===== config.mk =====
export PLATFORM = sky130hd
export DESIGN_NAME = lsm_top
export DESIGN_NICKNAME = d
export VERILOG_FILES = /design/src/logic/lsm_pkg.sv /design/src/logic/lsm_bank.sv /design/src/logic/lsm_top.sv
export VERILOG_INCLUDE_DIRS = /design/src /design/src/logic
export SDC_FILE = /design/constraint.sdc
export NUM_CORES = 1
export LEC_CHECK = 0
export ABC_AREA = 1
export BUFFER_PORTS_ARGS = -buffer_cell sky130_fd_sc_hd__buf_2
export CAP_MARGIN = 20
export CORE_MARGIN = 2
export CORE_UTILIZATION = 55
export CTS_BUF_LIST = sky130_fd_sc_hd__clkbuf_8
export CTS_CLUSTER_DIAMETER = 40
export DETAILED_ROUTE_END_ITERATION = 10
export PLACE_DENSITY = 0.76
export SETUP_SLACK_MARGIN = 0.1
export SYNTH_ARGS = -nofsm -noshare
export SYNTH_HDL_FRONTEND = slang
export SYNTH_HIERARCHICAL = 1
export SYNTH_SLANG_ARGS = --single-unit
export TNS_END_PERCENT = 30

===== constraint.sdc =====
create_clock -name clk_sys -period 3.72 [get_ports clk_sys]
set_input_delay 0.372 -clock clk_sys [delete_from_list [all_inputs] [get_ports clk_sys]]
set_output_delay 0.372 -clock clk_sys [all_outputs]
set_load 0.1 [all_outputs]

===== src/logic/lsm_map.svh =====
// register offsets, field positions, reset values and sizes of the segment memory block
`ifndef LSM_MAP_SVH
`define LSM_MAP_SVH

`define LSM_OFS_MAIN_CONFIG 8'h95
`define LSM_OFS_CLOCK_SELECT 8'h96
`define LSM_OFS_VOLTAGE_CONFIG 8'h9c
`define LSM_OFS_MEM_POINTER 8'hac
`define LSM_OFS_MEM_DATA 8'hae
`define LSM_OFS_UPDATE_CONTROL 8'hb1

`define LSM_MAIN_DISPLAY_ENABLE_BIT 7
`define LSM_MAIN_MEM_CLEAR_BIT 6
`define LSM_MAIN_LOWPOWER_OFF_BIT 5
`define LSM_CLK_BLINK_MODE_HI 7
`define LSM_CLK_BLINK_MODE_LO 6
`define LSM_CLK_BLINK_FREQ_HI 5
`define LSM_CLK_BLINK_FREQ_LO 4
`define LSM_VOLT_LADDER_BIT 6
`define LSM_VOLT_BIAS_HI 5
`define LSM_VOLT_BIAS_LO 0
`define LSM_PTR_WRITE_BIT 7
`define LSM_PTR_ADDR_HI 5
`define LSM_PTR_ADDR_LO 0
`define LSM_UPD_FREEZE_BIT 0

`define LSM_RST_BYTE 8'h00
`define LSM_PTR_WMASK 8'hbf
`define LSM_MAIN_WMASK 8'hbf
`define LSM_MEM_DEPTH 15
`define LSM_MEM_LAST 6'h0e
`define LSM_LAST_BYTE_MASK 8'h0f
`define LSM_BLINK_AUTO_MODE 2'b10
`define LSM_BLINK_FIXED_MODE 2'b11
`define LSM_BLINK_FIFTH_RATE 3'h4

`endif


===== src/logic/lsm_pkg.sv =====
// state types of the segment memory block
`include "lsm_map.svh"
package lsm_pkg;
    typedef logic [7:0] lsm_byte_t;
    typedef logic [`LSM_MEM_DEPTH-1:0][7:0] lsm_bank_t;

    // all state of the memory bank
    typedef struct packed {
        lsm_bank_t mem;   // live segment bytes
        lsm_bank_t image; // bytes shown on the glass
    } lsm_bank_s;

    // all state of the register front end
    typedef struct packed {
        lsm_byte_t main_cfg;   // main configuration
        lsm_byte_t clk_sel;    // clock and blink selection
        lsm_byte_t volt_cfg;   // voltage source and bias
        lsm_byte_t ptr;        // memory pointer
        lsm_byte_t data;       // memory data
        lsm_byte_t upd_ctrl;   // update control
        lsm_byte_t rdata;      // read data to processor
        logic display_on;      // display driven
        logic pump_on;         // charge pump running
        logic ladder_on;       // external ladder in use
        logic comp_en;         // bias compensation allowed
        logic [5:0] bias;      // bias level to pump
        logic auto_blink;      // automatic blink active
        logic [2:0] blink_rate; // automatic blink rate index
    } lsm_top_s;
endpackage


===== src/logic/lsm_bank.sv =====
// segment memory bank with frozen display image
`timescale 1ns/100ps
`include "lsm_map.svh"
module lsm_bank (
    input wire logic clk_sys, // system clock
    input wire logic reset, // sync reset, active high
    input wire logic clk_en, // freezes state when low
    input wire logic wr_en, // write pulse
    input wire logic [5:0] wr_addr, // write address
    input wire logic [7:0] wr_data, // write byte
    input wire logic clr, // clear all bytes
    input wire logic freeze, // hold displayed image
    input wire logic [5:0] rd_addr, // read address
    output logic [7:0] rd_data, // read byte, zero out of range
    output logic [8*`LSM_MEM_DEPTH-1:0] image // displayed bytes
);
    lsm_pkg::lsm_bank_s st_ff;
    lsm_pkg::lsm_bank_s nxt_st;
    lsm_pkg::lsm_bank_t nxt_mem; // per-entry next bytes

    // one update path per memory byte
    genvar gi;
    generate
        for (gi = 0; gi < `LSM_MEM_DEPTH; gi++) begin : g_entry // RULE_02
            localparam logic [5:0] IDX = 6'(gi);
            localparam logic [7:0] KEEP = (gi == `LSM_MEM_DEPTH - 1) ? `LSM_LAST_BYTE_MASK : 8'hff;
            always_comb begin
                if (clr) begin
                    nxt_mem[gi] = `LSM_RST_BYTE; // RULE_15
                end else if (wr_en && wr_addr == IDX) begin
                    nxt_mem[gi] = wr_data & KEEP; // RULE_06 RULE_03
                end else begin
                    nxt_mem[gi] = st_ff.mem[gi]; // RULE_04
                end
            end
        end
    endgenerate

    // image follows memory unless frozen
    always_comb begin
        nxt_st = st_ff;
        nxt_st.mem = nxt_mem;
        if (!freeze) begin
            nxt_st.image = st_ff.mem; // RULE_08
        end
    end

    // state register, cleared at reset
    always_ff @(posedge clk_sys) begin
        if (reset) begin
            st_ff <= '0; // RULE_15
        end else if (clk_en) begin
            st_ff <= nxt_st;
        end
    end

    // read port, out of range reads zero
    always_comb begin
        if (rd_addr <= `LSM_MEM_LAST) begin
            rd_data = st_ff.mem[rd_addr[3:0]]; // RULE_07
        end else begin
            rd_data = `LSM_RST_BYTE; // RULE_17
        end
    end

    assign image = st_ff.image;
endmodule


===== src/logic/lsm_top.sv =====
// register front end and display gating of the segment memory block
//
// What this block does
// RULE_01: five auto blink rates when clock running
// RULE_02: fifteen segment bytes, addresses zero to fourteen
// RULE_03: low nibble even segment, high odd
// RULE_04: memory kept during battery sleep
// RULE_05: pointer write starts read or write transfer
// RULE_06: pointer top bit set writes data byte
// RULE_07: pointer top bit clear loads data byte
// RULE_08: update bit holds previous displayed image
// RULE_09: software loads data before pointer write
// RULE_10: ladder select bit, clear means pump
// RULE_11: ladder selected disables bias compensation
// RULE_12: pump stops when display disabled
// RULE_13: six bit bias level, 64 steps
// RULE_14: sleep display needs enable, not off bit
// RULE_15: clear bit or reset zeroes memory
// RULE_16: pointer bit7 direction, bit6 reserved, address
// RULE_17: out of range: no write, reads zero
// RULE_18: read data ready next instruction
`timescale 1ns/100ps
`include "lsm_map.svh"
module lsm_top (
    input wire logic clk_sys, // system clock, 200 MHz
    input wire logic reset, // sync reset, active high
    input wire logic clk_en, // freezes all state when low
    input wire logic [7:0] sfr_addr, // register address
    input wire logic sfr_wr, // register write strobe
    input wire logic [7:0] sfr_wdata, // register write data
    input wire logic rtc_enabled, // real-time clock running
    input wire logic battery_sleep_state, // low-power mode active
    output logic [7:0] sfr_rdata, // registered read data
    output logic [8*`LSM_MEM_DEPTH-1:0] segment_image, // displayed bytes
    output logic display_on, // display driven
    output logic pump_on, // charge pump enable
    output logic ladder_on, // external ladder in use
    output logic comp_en, // bias compensation allowed
    output logic [5:0] bias_level, // bias level to pump
    output logic auto_blink, // automatic blink active
    output logic [2:0] blink_rate // automatic blink rate index
);
    lsm_pkg::lsm_top_s st_ff;
    lsm_pkg::lsm_top_s nxt_st;
    logic ptr_wr; // pointer written this cycle
    logic main_wr; // main config written this cycle
    logic mem_wr; // memory write transfer
    logic mem_clr; // memory clear pulse
    logic [5:0] bank_rd_addr; // bank read address
    logic [7:0] bank_rd; // bank read byte
    logic [1:0] blink_mode_field; // blink mode
    logic [1:0] blink_frequency_field; // blink frequency
    logic external_ladder_select; // ladder chosen
    logic display_enable_bit; // display enable
    logic lowpower_display_off; // off in sleep

    // decode of the register strobes
    always_comb begin
        ptr_wr = sfr_wr && sfr_addr == `LSM_OFS_MEM_POINTER; // RULE_05
        main_wr = sfr_wr && sfr_addr == `LSM_OFS_MAIN_CONFIG;
        mem_wr = ptr_wr && sfr_wdata[`LSM_PTR_WRITE_BIT]; // RULE_06 RULE_09
        mem_clr = main_wr && sfr_wdata[`LSM_MAIN_MEM_CLEAR_BIT]; // RULE_15
        // a new pointer is looked up at once so the read lands this edge
        bank_rd_addr = ptr_wr ? sfr_wdata[`LSM_PTR_ADDR_HI:`LSM_PTR_ADDR_LO] :
            st_ff.ptr[`LSM_PTR_ADDR_HI:`LSM_PTR_ADDR_LO]; // RULE_16 RULE_18
    end

    // field views of the stored registers
    always_comb begin
        blink_mode_field = st_ff.clk_sel[`LSM_CLK_BLINK_MODE_HI:`LSM_CLK_BLINK_MODE_LO];
        blink_frequency_field = st_ff.clk_sel[`LSM_CLK_BLINK_FREQ_HI:`LSM_CLK_BLINK_FREQ_LO];
        external_ladder_select = st_ff.volt_cfg[`LSM_VOLT_LADDER_BIT]; // RULE_10
        display_enable_bit = st_ff.main_cfg[`LSM_MAIN_DISPLAY_ENABLE_BIT];
        lowpower_display_off = st_ff.main_cfg[`LSM_MAIN_LOWPOWER_OFF_BIT];
    end

    // segment memory, freeze and clear
    lsm_bank u_bank (
        .clk_sys(clk_sys),
        .reset(reset),
        .clk_en(clk_en),
        .wr_en(mem_wr),
        .wr_addr(sfr_wdata[`LSM_PTR_ADDR_HI:`LSM_PTR_ADDR_LO]),
        .wr_data(st_ff.data),
        .clr(mem_clr),
        .freeze(st_ff.upd_ctrl[`LSM_UPD_FREEZE_BIT]),
        .rd_addr(bank_rd_addr),
        .rd_data(bank_rd),
        .image(segment_image)
    );

    // next state of registers and derived outputs
    always_comb begin
        nxt_st = st_ff;
        // register writes
        if (sfr_wr) begin
            case (sfr_addr)
                `LSM_OFS_MAIN_CONFIG: nxt_st.main_cfg = sfr_wdata & `LSM_MAIN_WMASK; // clear bit self-clears
                `LSM_OFS_CLOCK_SELECT: nxt_st.clk_sel = sfr_wdata;
                `LSM_OFS_VOLTAGE_CONFIG: nxt_st.volt_cfg = sfr_wdata; // RULE_10 RULE_13
                `LSM_OFS_MEM_POINTER: nxt_st.ptr = sfr_wdata & `LSM_PTR_WMASK; // RULE_16
                `LSM_OFS_MEM_DATA: nxt_st.data = sfr_wdata;
                `LSM_OFS_UPDATE_CONTROL: nxt_st.upd_ctrl = sfr_wdata; // RULE_08
                default: nxt_st = st_ff; // unmapped: ignored
            endcase
        end
        // read transfer loads the data register
        if (ptr_wr && !sfr_wdata[`LSM_PTR_WRITE_BIT]) begin
            nxt_st.data = bank_rd; // RULE_07 RULE_17 RULE_18
        end
        // read data, registered
        case (sfr_addr)
            `LSM_OFS_MAIN_CONFIG: nxt_st.rdata = st_ff.main_cfg;
            `LSM_OFS_CLOCK_SELECT: nxt_st.rdata = st_ff.clk_sel;
            `LSM_OFS_VOLTAGE_CONFIG: nxt_st.rdata = st_ff.volt_cfg;
            `LSM_OFS_MEM_POINTER: nxt_st.rdata = st_ff.ptr;
            `LSM_OFS_MEM_DATA: nxt_st.rdata = st_ff.data;
            `LSM_OFS_UPDATE_CONTROL: nxt_st.rdata = st_ff.upd_ctrl;
            default: nxt_st.rdata = `LSM_RST_BYTE; // unmapped reads zero
        endcase
        // display gating, sleep needs enable and no off bit
        if (battery_sleep_state) begin
            nxt_st.display_on = display_enable_bit && !lowpower_display_off; // RULE_14
        end else begin
            nxt_st.display_on = display_enable_bit;
        end
        // voltage source
        nxt_st.ladder_on = external_ladder_select; // RULE_10
        nxt_st.pump_on = nxt_st.display_on && !external_ladder_select; // RULE_12
        nxt_st.comp_en = !external_ladder_select; // RULE_11
        nxt_st.bias = st_ff.volt_cfg[`LSM_VOLT_BIAS_HI:`LSM_VOLT_BIAS_LO]; // RULE_13
        // automatic blink: four rates in one mode, a fifth in the other
        if (rtc_enabled && blink_mode_field == `LSM_BLINK_AUTO_MODE) begin
            nxt_st.auto_blink = 1'b1; // RULE_01
            nxt_st.blink_rate = {1'b0, blink_frequency_field};
        end else if (rtc_enabled && blink_mode_field == `LSM_BLINK_FIXED_MODE) begin
            nxt_st.auto_blink = 1'b1; // RULE_01
            nxt_st.blink_rate = `LSM_BLINK_FIFTH_RATE;
        end else begin
            nxt_st.auto_blink = 1'b0;
            nxt_st.blink_rate = 3'h0;
        end
    end

    // state register
    always_ff @(posedge clk_sys) begin
        if (reset) begin
            st_ff <= '0;
        end else if (clk_en) begin
            st_ff <= nxt_st;
        end
    end

    // outputs straight from flops
    assign sfr_rdata = st_ff.rdata;
    assign display_on = st_ff.display_on;
    assign pump_on = st_ff.pump_on;
    assign ladder_on = st_ff.ladder_on;
    assign comp_en = st_ff.comp_en;
    assign bias_level = st_ff.bias;
    assign auto_blink = st_ff.auto_blink;
    assign blink_rate = st_ff.blink_rate;
endmodule


==> flow_summary.toml, run 1 <==
[timing]
hold_viol_final = 0
fin_tns_setup_ns = 0
tightest_slew_ns = 0.8318
slew-limit-headroom_pct = 44.46
skew_ns = 0.01644
fmax_mhz = 361.2
rsz0062_at_grt = "false"
report.final.setup_viol = 0
fin_crit_sh_pct = 74.42
slew_viol_final = 0
period_needed_ns = 2.768
final.setup.worst_slack_ns = 0.9517

[clock_tree]
cts_buffers = 50
cts_hold_buf = 0
numClockSinks = 300
cts_root_buffer = "clkbuf_8"
cts_tree = "yes"
post_cts_buffers = 0
path_clk_slew_ns = 0.06
clkLatencyLatePin_ns = 0.58
clockBufferDepth = 3
htree_levels = 2
ctsResizeCount = 0

[drt]
ant_nets = 0
drc = 0
vias = 12687
routed_wl_um = 39370
viasPerCell = 5.415
drt_iter0_markers = 1518
wire_per_inst_um = 16.80
first_pass_iters = 7

[place]
portBuffers = 159
hpwl_um = 26880
place_ws_ns = 0.4146
placed_cells = 2254
gp_congestion = 0.9374

[finish]
drive_gt1_share_pct = 14.66
final_common_cell = "nor2_1"
fin_util_pct = 60.47
instances_no_fill = 2343
num-nets-final = 2004
final_cell_mix = "500 x nor2_1, 300 x dfxtp_1, 277 x nand2_1, 251 x o21ai_0, 159 x buf_2"
num_antenna_cells = 0
syn2layout_area_growth_pct = 7.190

[critical_path]
r2r_slack_ns = 1.22
endpoint_kind = "flop"
critPathMaxFanout = 35
arrival_ns = 3.28
cp.required_ns = 4.24
crit_type = "primary input to flop"
r2r_cells = 14
startpoint_type = "primary input"

[synth]
synthesis.area_um2 = 13800
ys_seq_elements = 300
ys_seq_area_share_pct = 43.52
yosys_warnings = 6
ys_types = 33
synthCells = 1988
synth.avg_cell_area_um2 = 6.941

[min_path]
min_delay_path_depth = 5
worstHoldPathType = "primary input to flop"

[power_and_ir_drop]
power_density_nw_per_um2 = 499.7
power_mw = 7.391
p_leak_nw = 6.684
vdd_drop_max_v = 0.0002649

[global_routing]
grt_start_max_net_pins = 108
antenna_found_initial = 0
grt_pass1_vias = 11649
grt_overflow = 0
grtUsageTotal_pct = 29.29
grt_pass1_wl_um = 61780

[floorplan]
dieHeight_um = 162.4
ios = 164
die_area_um2 = 26370
num_rows = 57
core_area_um2 = 24460
initial_core_util_pct = 56.41
dieWidth_um = 162.4

[job]
max_cap_violations = 0

[status]
run_status = "complete, no violations"
-- routing by layer --
| layer | GRT usage [%] | wire length [µm] |
|---|---|---|
| met1 | 40.29 | 17270 |
| met2 | 47.93 | 18030 |
| met3 | 4.227 | 3117 |
| met4 | 8.930 | 950 |
| met5 | 0 | 0 |
-- cells in the mapped netlist --
master,count,area (µm²)
o31ai_1,1,7.510
nand3_2,2,20.02
nand2_4,1,11.26
o21bai_1,4,30.03
nor2_4,3,33.78
nand3_1,131,655.6
nor2_2,6,37.54
inv_2,6,22.52
o22ai_1,1,6.260
clkbuf_1,54,202.7
a21oi_1,92,460.4
o21ai_0,253,1266
nor2_1,500,1877
nand3b_1,1,7.510
buf_4,146,1096
dfxtp_1,300,6006
a211oi_1,1,7.510
buf_6,2,22.52
inv_1,110,412.9
nand2_1,277,1040
clkinv_1,2,7.510
conb_1,1,3.750
nor2_8,1,20.02
nand4_4,1,21.27
o21ai_2,7,61.31
and2_1,7,43.79
o211ai_1,7,52.55
nor3_2,1,10.01
nor3_1,19,95.09
o21ai_1,3,15.01
buf_2,33,165.2
nand2_2,10,62.56
buf_1,5,18.77
-- stage by stage --
stage	hold slack, ns	cell area (µm²)
final	0.1455	14790
after floorplan	0.4243	13810
after CTS	0.1387	14790
after detailed placement	0.4401	13710
after global routing	0.1672	14790
after global placement	0.4322	13710
-- state kept, by name, summed over array words and instances, names as in the netlist, 2 cells and up --
name	flops
bias_level	6
blink_frequency_field	2
blink_mode_field	2
blink_rate	3
nxt_st	6
sfr_rdata	8
st_ff	33
u_bank/image	116
u_bank/st_ff	116
-- worst paths after layout --
| kind | start | endpoint |
|---|---|---|
| setup reg to reg | st_ff[38]$_SDFFE_PP0P_ | st_ff[37]$_SDFFE_PP0P_ |
| hold reg to reg | st_ff[66]$_SDFFE_PP0P_ | st_ff[66]$_SDFFE_PP0P_ |
| setup / recovery | sfr_addr[4] | st_ff[37]$_SDFFE_PP0P_ |
| hold / removal | rtc_enabled | auto_blink$_SDFFE_PP0P_ |
-- logic make-up after synthesis --
logic type | share of synthesized area, %
buf+inv | 14.12
compound gates | 13.82
other cells | 0.02717
flops | 43.52
simple gates | 28.52
-- final cells by class --
type	instances	area (µm²)
flip-flops and latches	300	6006
inverters	118	445.4
clock buffers	61	839.6
multi-input cells	1333	5873
repair buffers	179	983.4
fillers	2305	9671
clock inverters	28	239.0
well taps	324	405.4
-- critical path, stage by stage --
cell and delay (ns):
buf_2 0.12, inv_1 0.06, nand2_1 0.12, nor2_8 0.15, nand2_2 0.14, nor2_4 0.33
nand2_1 0.16, o21ai_4 0.22, buf_4 0.44, nor2_1 0.22, nand2_1 0.11, o211ai_1 0.09
nand2_1 0.07, nand3_1 0.09, nor2_1 0.16, nand3_1 0.10, nand2_1 0.06, nand3b_1 0.11
nand2_1 0.05, nor2_1 0.09
-- report_power, final --
part | internal [mW] | leakage (nW) | switching [mW] | total, mW
Combinational | 0.143 | 3.65 | 0.809 | 0.952
Sequential | 3.29 | 2.44 | 0.0342 | 3.32
Clock | 1.77 | 0.597 | 1.35 | 3.12
No activity file was read; power rests on OpenSTA's default activity.
==> run 2, diff against run 1 <==
==> constraint.sdc (replaced) <==
create_clock -name clk_sys -period 2.8 [get_ports clk_sys]
set_input_delay 0.28 -clock clk_sys [delete_from_list [all_inputs] [get_ports clk_sys]]
set_output_delay 0.28 -clock clk_sys [all_outputs]
set_load 0.1 [all_outputs]
==> flow_summary.toml, run 2 (synthesis gave the netlist of run 1 again) <==
[clock_tree]
cts_tree = "yes"
post_cts_buffers = 0
path_clk_slew_ns = 0.06
numClockSinks = 300
cts_root_buffer = "clkbuf_8"
ctsResizeCount = 0
cts_hold_buf = 0
cts_buffers = 52
clkLatencyLatePin_ns = 0.59
htree_levels = 2
clockBufferDepth = 3

[timing]
slew-limit-headroom_pct = 30.80
slew_viol_final = 0
fmax_mhz = 473.4
hold_viol_final = 0
fin_crit_sh_pct = 75.45
fin_tns_setup_ns = 0
report.final.setup_viol = 0
rsz0062_at_grt = "false"
period_needed_ns = 2.113
skew_ns = 0.02992
tightest_slew_ns = 1.038
final.setup.worst_slack_ns = 0.6875

[critical_path]
cp_cell_sequence = "buf_2 -> inv_1 -> nand2_1 -> nor2_8 -> nand2_2 -> nor2_4 -> nand2_1 -> o21ai_1 -> inv_1 -> nor2_1 -> buf_4 -> nand2_1 -> nand2_1 -> nand2_1 -> nand2_1 -> inv_1 -> a21oi_1 -> nand3_1 -> nand2_1 -> nor2_1 -> nor2_1"
worstSetupEndpoint = "st_ff[33]$_SDFFE_PP0P_"
r2r_slack_ns = 0.69
crit_type = "primary input to flop"
cpPeakStageDelay_ns = 0.20
cp.required_ns = 3.33
critPathMaxFanout = 7
r2r_cells = 15
startpoint_type = "primary input"
r2r-end = "st_ff[33]$_SDFFE_PP0P_"
endpoint_kind = "flop"
arrival_ns = 2.64
startpoint = "sfr_addr[4]"
cpMostUsedCell = "nand2_1"
rr_startpoint = "st_ff[39]$_SDFFE_PP0P_"
critPathSlowestCell = "o21ai_1"

[finish]
final_cell_mix = "500 x nor2_1, 300 x dfxtp_1, 277 x nand2_1, 251 x o21ai_0, 159 x buf_2"
fin_area_um2 = 15050
instances_no_fill = 2378
num-nets-final = 2037
syn2layout_area_growth_pct = 9.058
drive_gt1_share_pct = 16.02
final_common_cell = "nor2_1"
fin_util_pct = 61.52
num_antenna_cells = 0

[global_routing]
grt_pass1_wl_um = 62380
grt_start_max_net_pins = 140
antenna_found_initial = 1
grt_overflow = 0
grtUsageTotal_pct = 29.77
grt_pass1_vias = 11810

[floorplan]
initial_core_util_pct = 56.41
core_area_um2 = 24460
dieHeight_um = 162.4
ios = 164
num_rows = 57
die_area_um2 = 26370
dieWidth_um = 162.4

[place]
placed_cells = 2285
place_area_um2 = 13970
gp_congestion = 0.9371
place_ws_ns = 0.1217
hpwl_um = 27430
portBuffers = 159

[drt]
routed_wl_um = 40120
vias = 12849
wire_per_inst_um = 16.87
drc = 0
ant_nets = 0
first_pass_iters = 6
viasPerCell = 5.403
drt_iter0_markers = 1393

[min_path]
min_delay_path_depth = 3
worstHoldPathType = "primary input to flop"

[job]
max_cap_violations = 0

[power_and_ir_drop]
vdd_drop_max_v = 0.0003754
p_leak_nw = 6.867
power_density_nw_per_um2 = 646.9

[status]
run_status = "complete, no violations"
==> run 2: changes by cell type in the layout (fill, tap and decap cells not counted), sizes merged <==
cell,previous run,this run
clkinv,8,9
inv,131,133
clkbuf,61,67
bufinv,4,1
buf,179,210
clkinvlp,3,1
==> run 2: power by group <==
part | total (mW) | internal [mW] | switching (mW)
Clock | 4.05 | 2.25 | 1.80
Combinational | 1.27 | 0.194 | 1.08
Sequential | 4.42 | 4.37 | 0.0459
==> run 2: critical path: cells and delay by family <==
| kind | cells | cell delay, ns |
|---|---|---|
| AOI/OAI and AO/OA | 2 | 0.35 |
| buffers and inverters | 5 | 0.58 |
| and+or+nand+nor | 14 | 1.42 |
==> run 2: worst min-delay path by stage <==
stage                                             to                    from  slack, ns
global route        blink_mode_field[0]$_SDFFE_PP0P_            sfr_wdata[6]       0.05
finish                        st_ff[28]$_SDFFE_PP0P_            sfr_wdata[6]       0.04
floorplan                     st_ff[23]$_SDFFE_PP0P_  st_ff[23]$_SDFFE_PP0P_       0.42
detailed placement            st_ff[27]$_SDFFE_PP0P_  st_ff[27]$_SDFFE_PP0P_       0.44
global placement              st_ff[27]$_SDFFE_PP0P_  st_ff[27]$_SDFFE_PP0P_       0.43
CTS                 blink_mode_field[0]$_SDFFE_PP0P_            sfr_wdata[6]       0.03
==> run 2: stage by stage <==
stage | hold slack (ns) | power (mW)
finish | 0.03807 | 9.736
global route | 0.05355 | 10.06
CTS | 0.02841 | 9.786
detailed placement | 0.4391 | 5.776
global placement | 0.4335 | 5.764
floorplan | 0.4243 | 5.689
==> run 2: layout make-up <==
type,instances,area [µm²]
multi-input combinational,1333,5873
clock buffer,67,922.1
fill,2289,9413
clock inverter,26,156.4
inverter,118,445.4
tap,324,405.4
sequential,300,6006
timing repair buffer,210,1241
==> run 2: per-layer routing <==
metal  global-route usage (%)  wire, µm  vias to the layer above
li1                         -         -                     6272
met1                    39.65     16980                     5912
met2                    47.89     18440                      569
met3                    5.704      3268                       94
met4                    11.71      1403                        2
met5                        0        20                        -
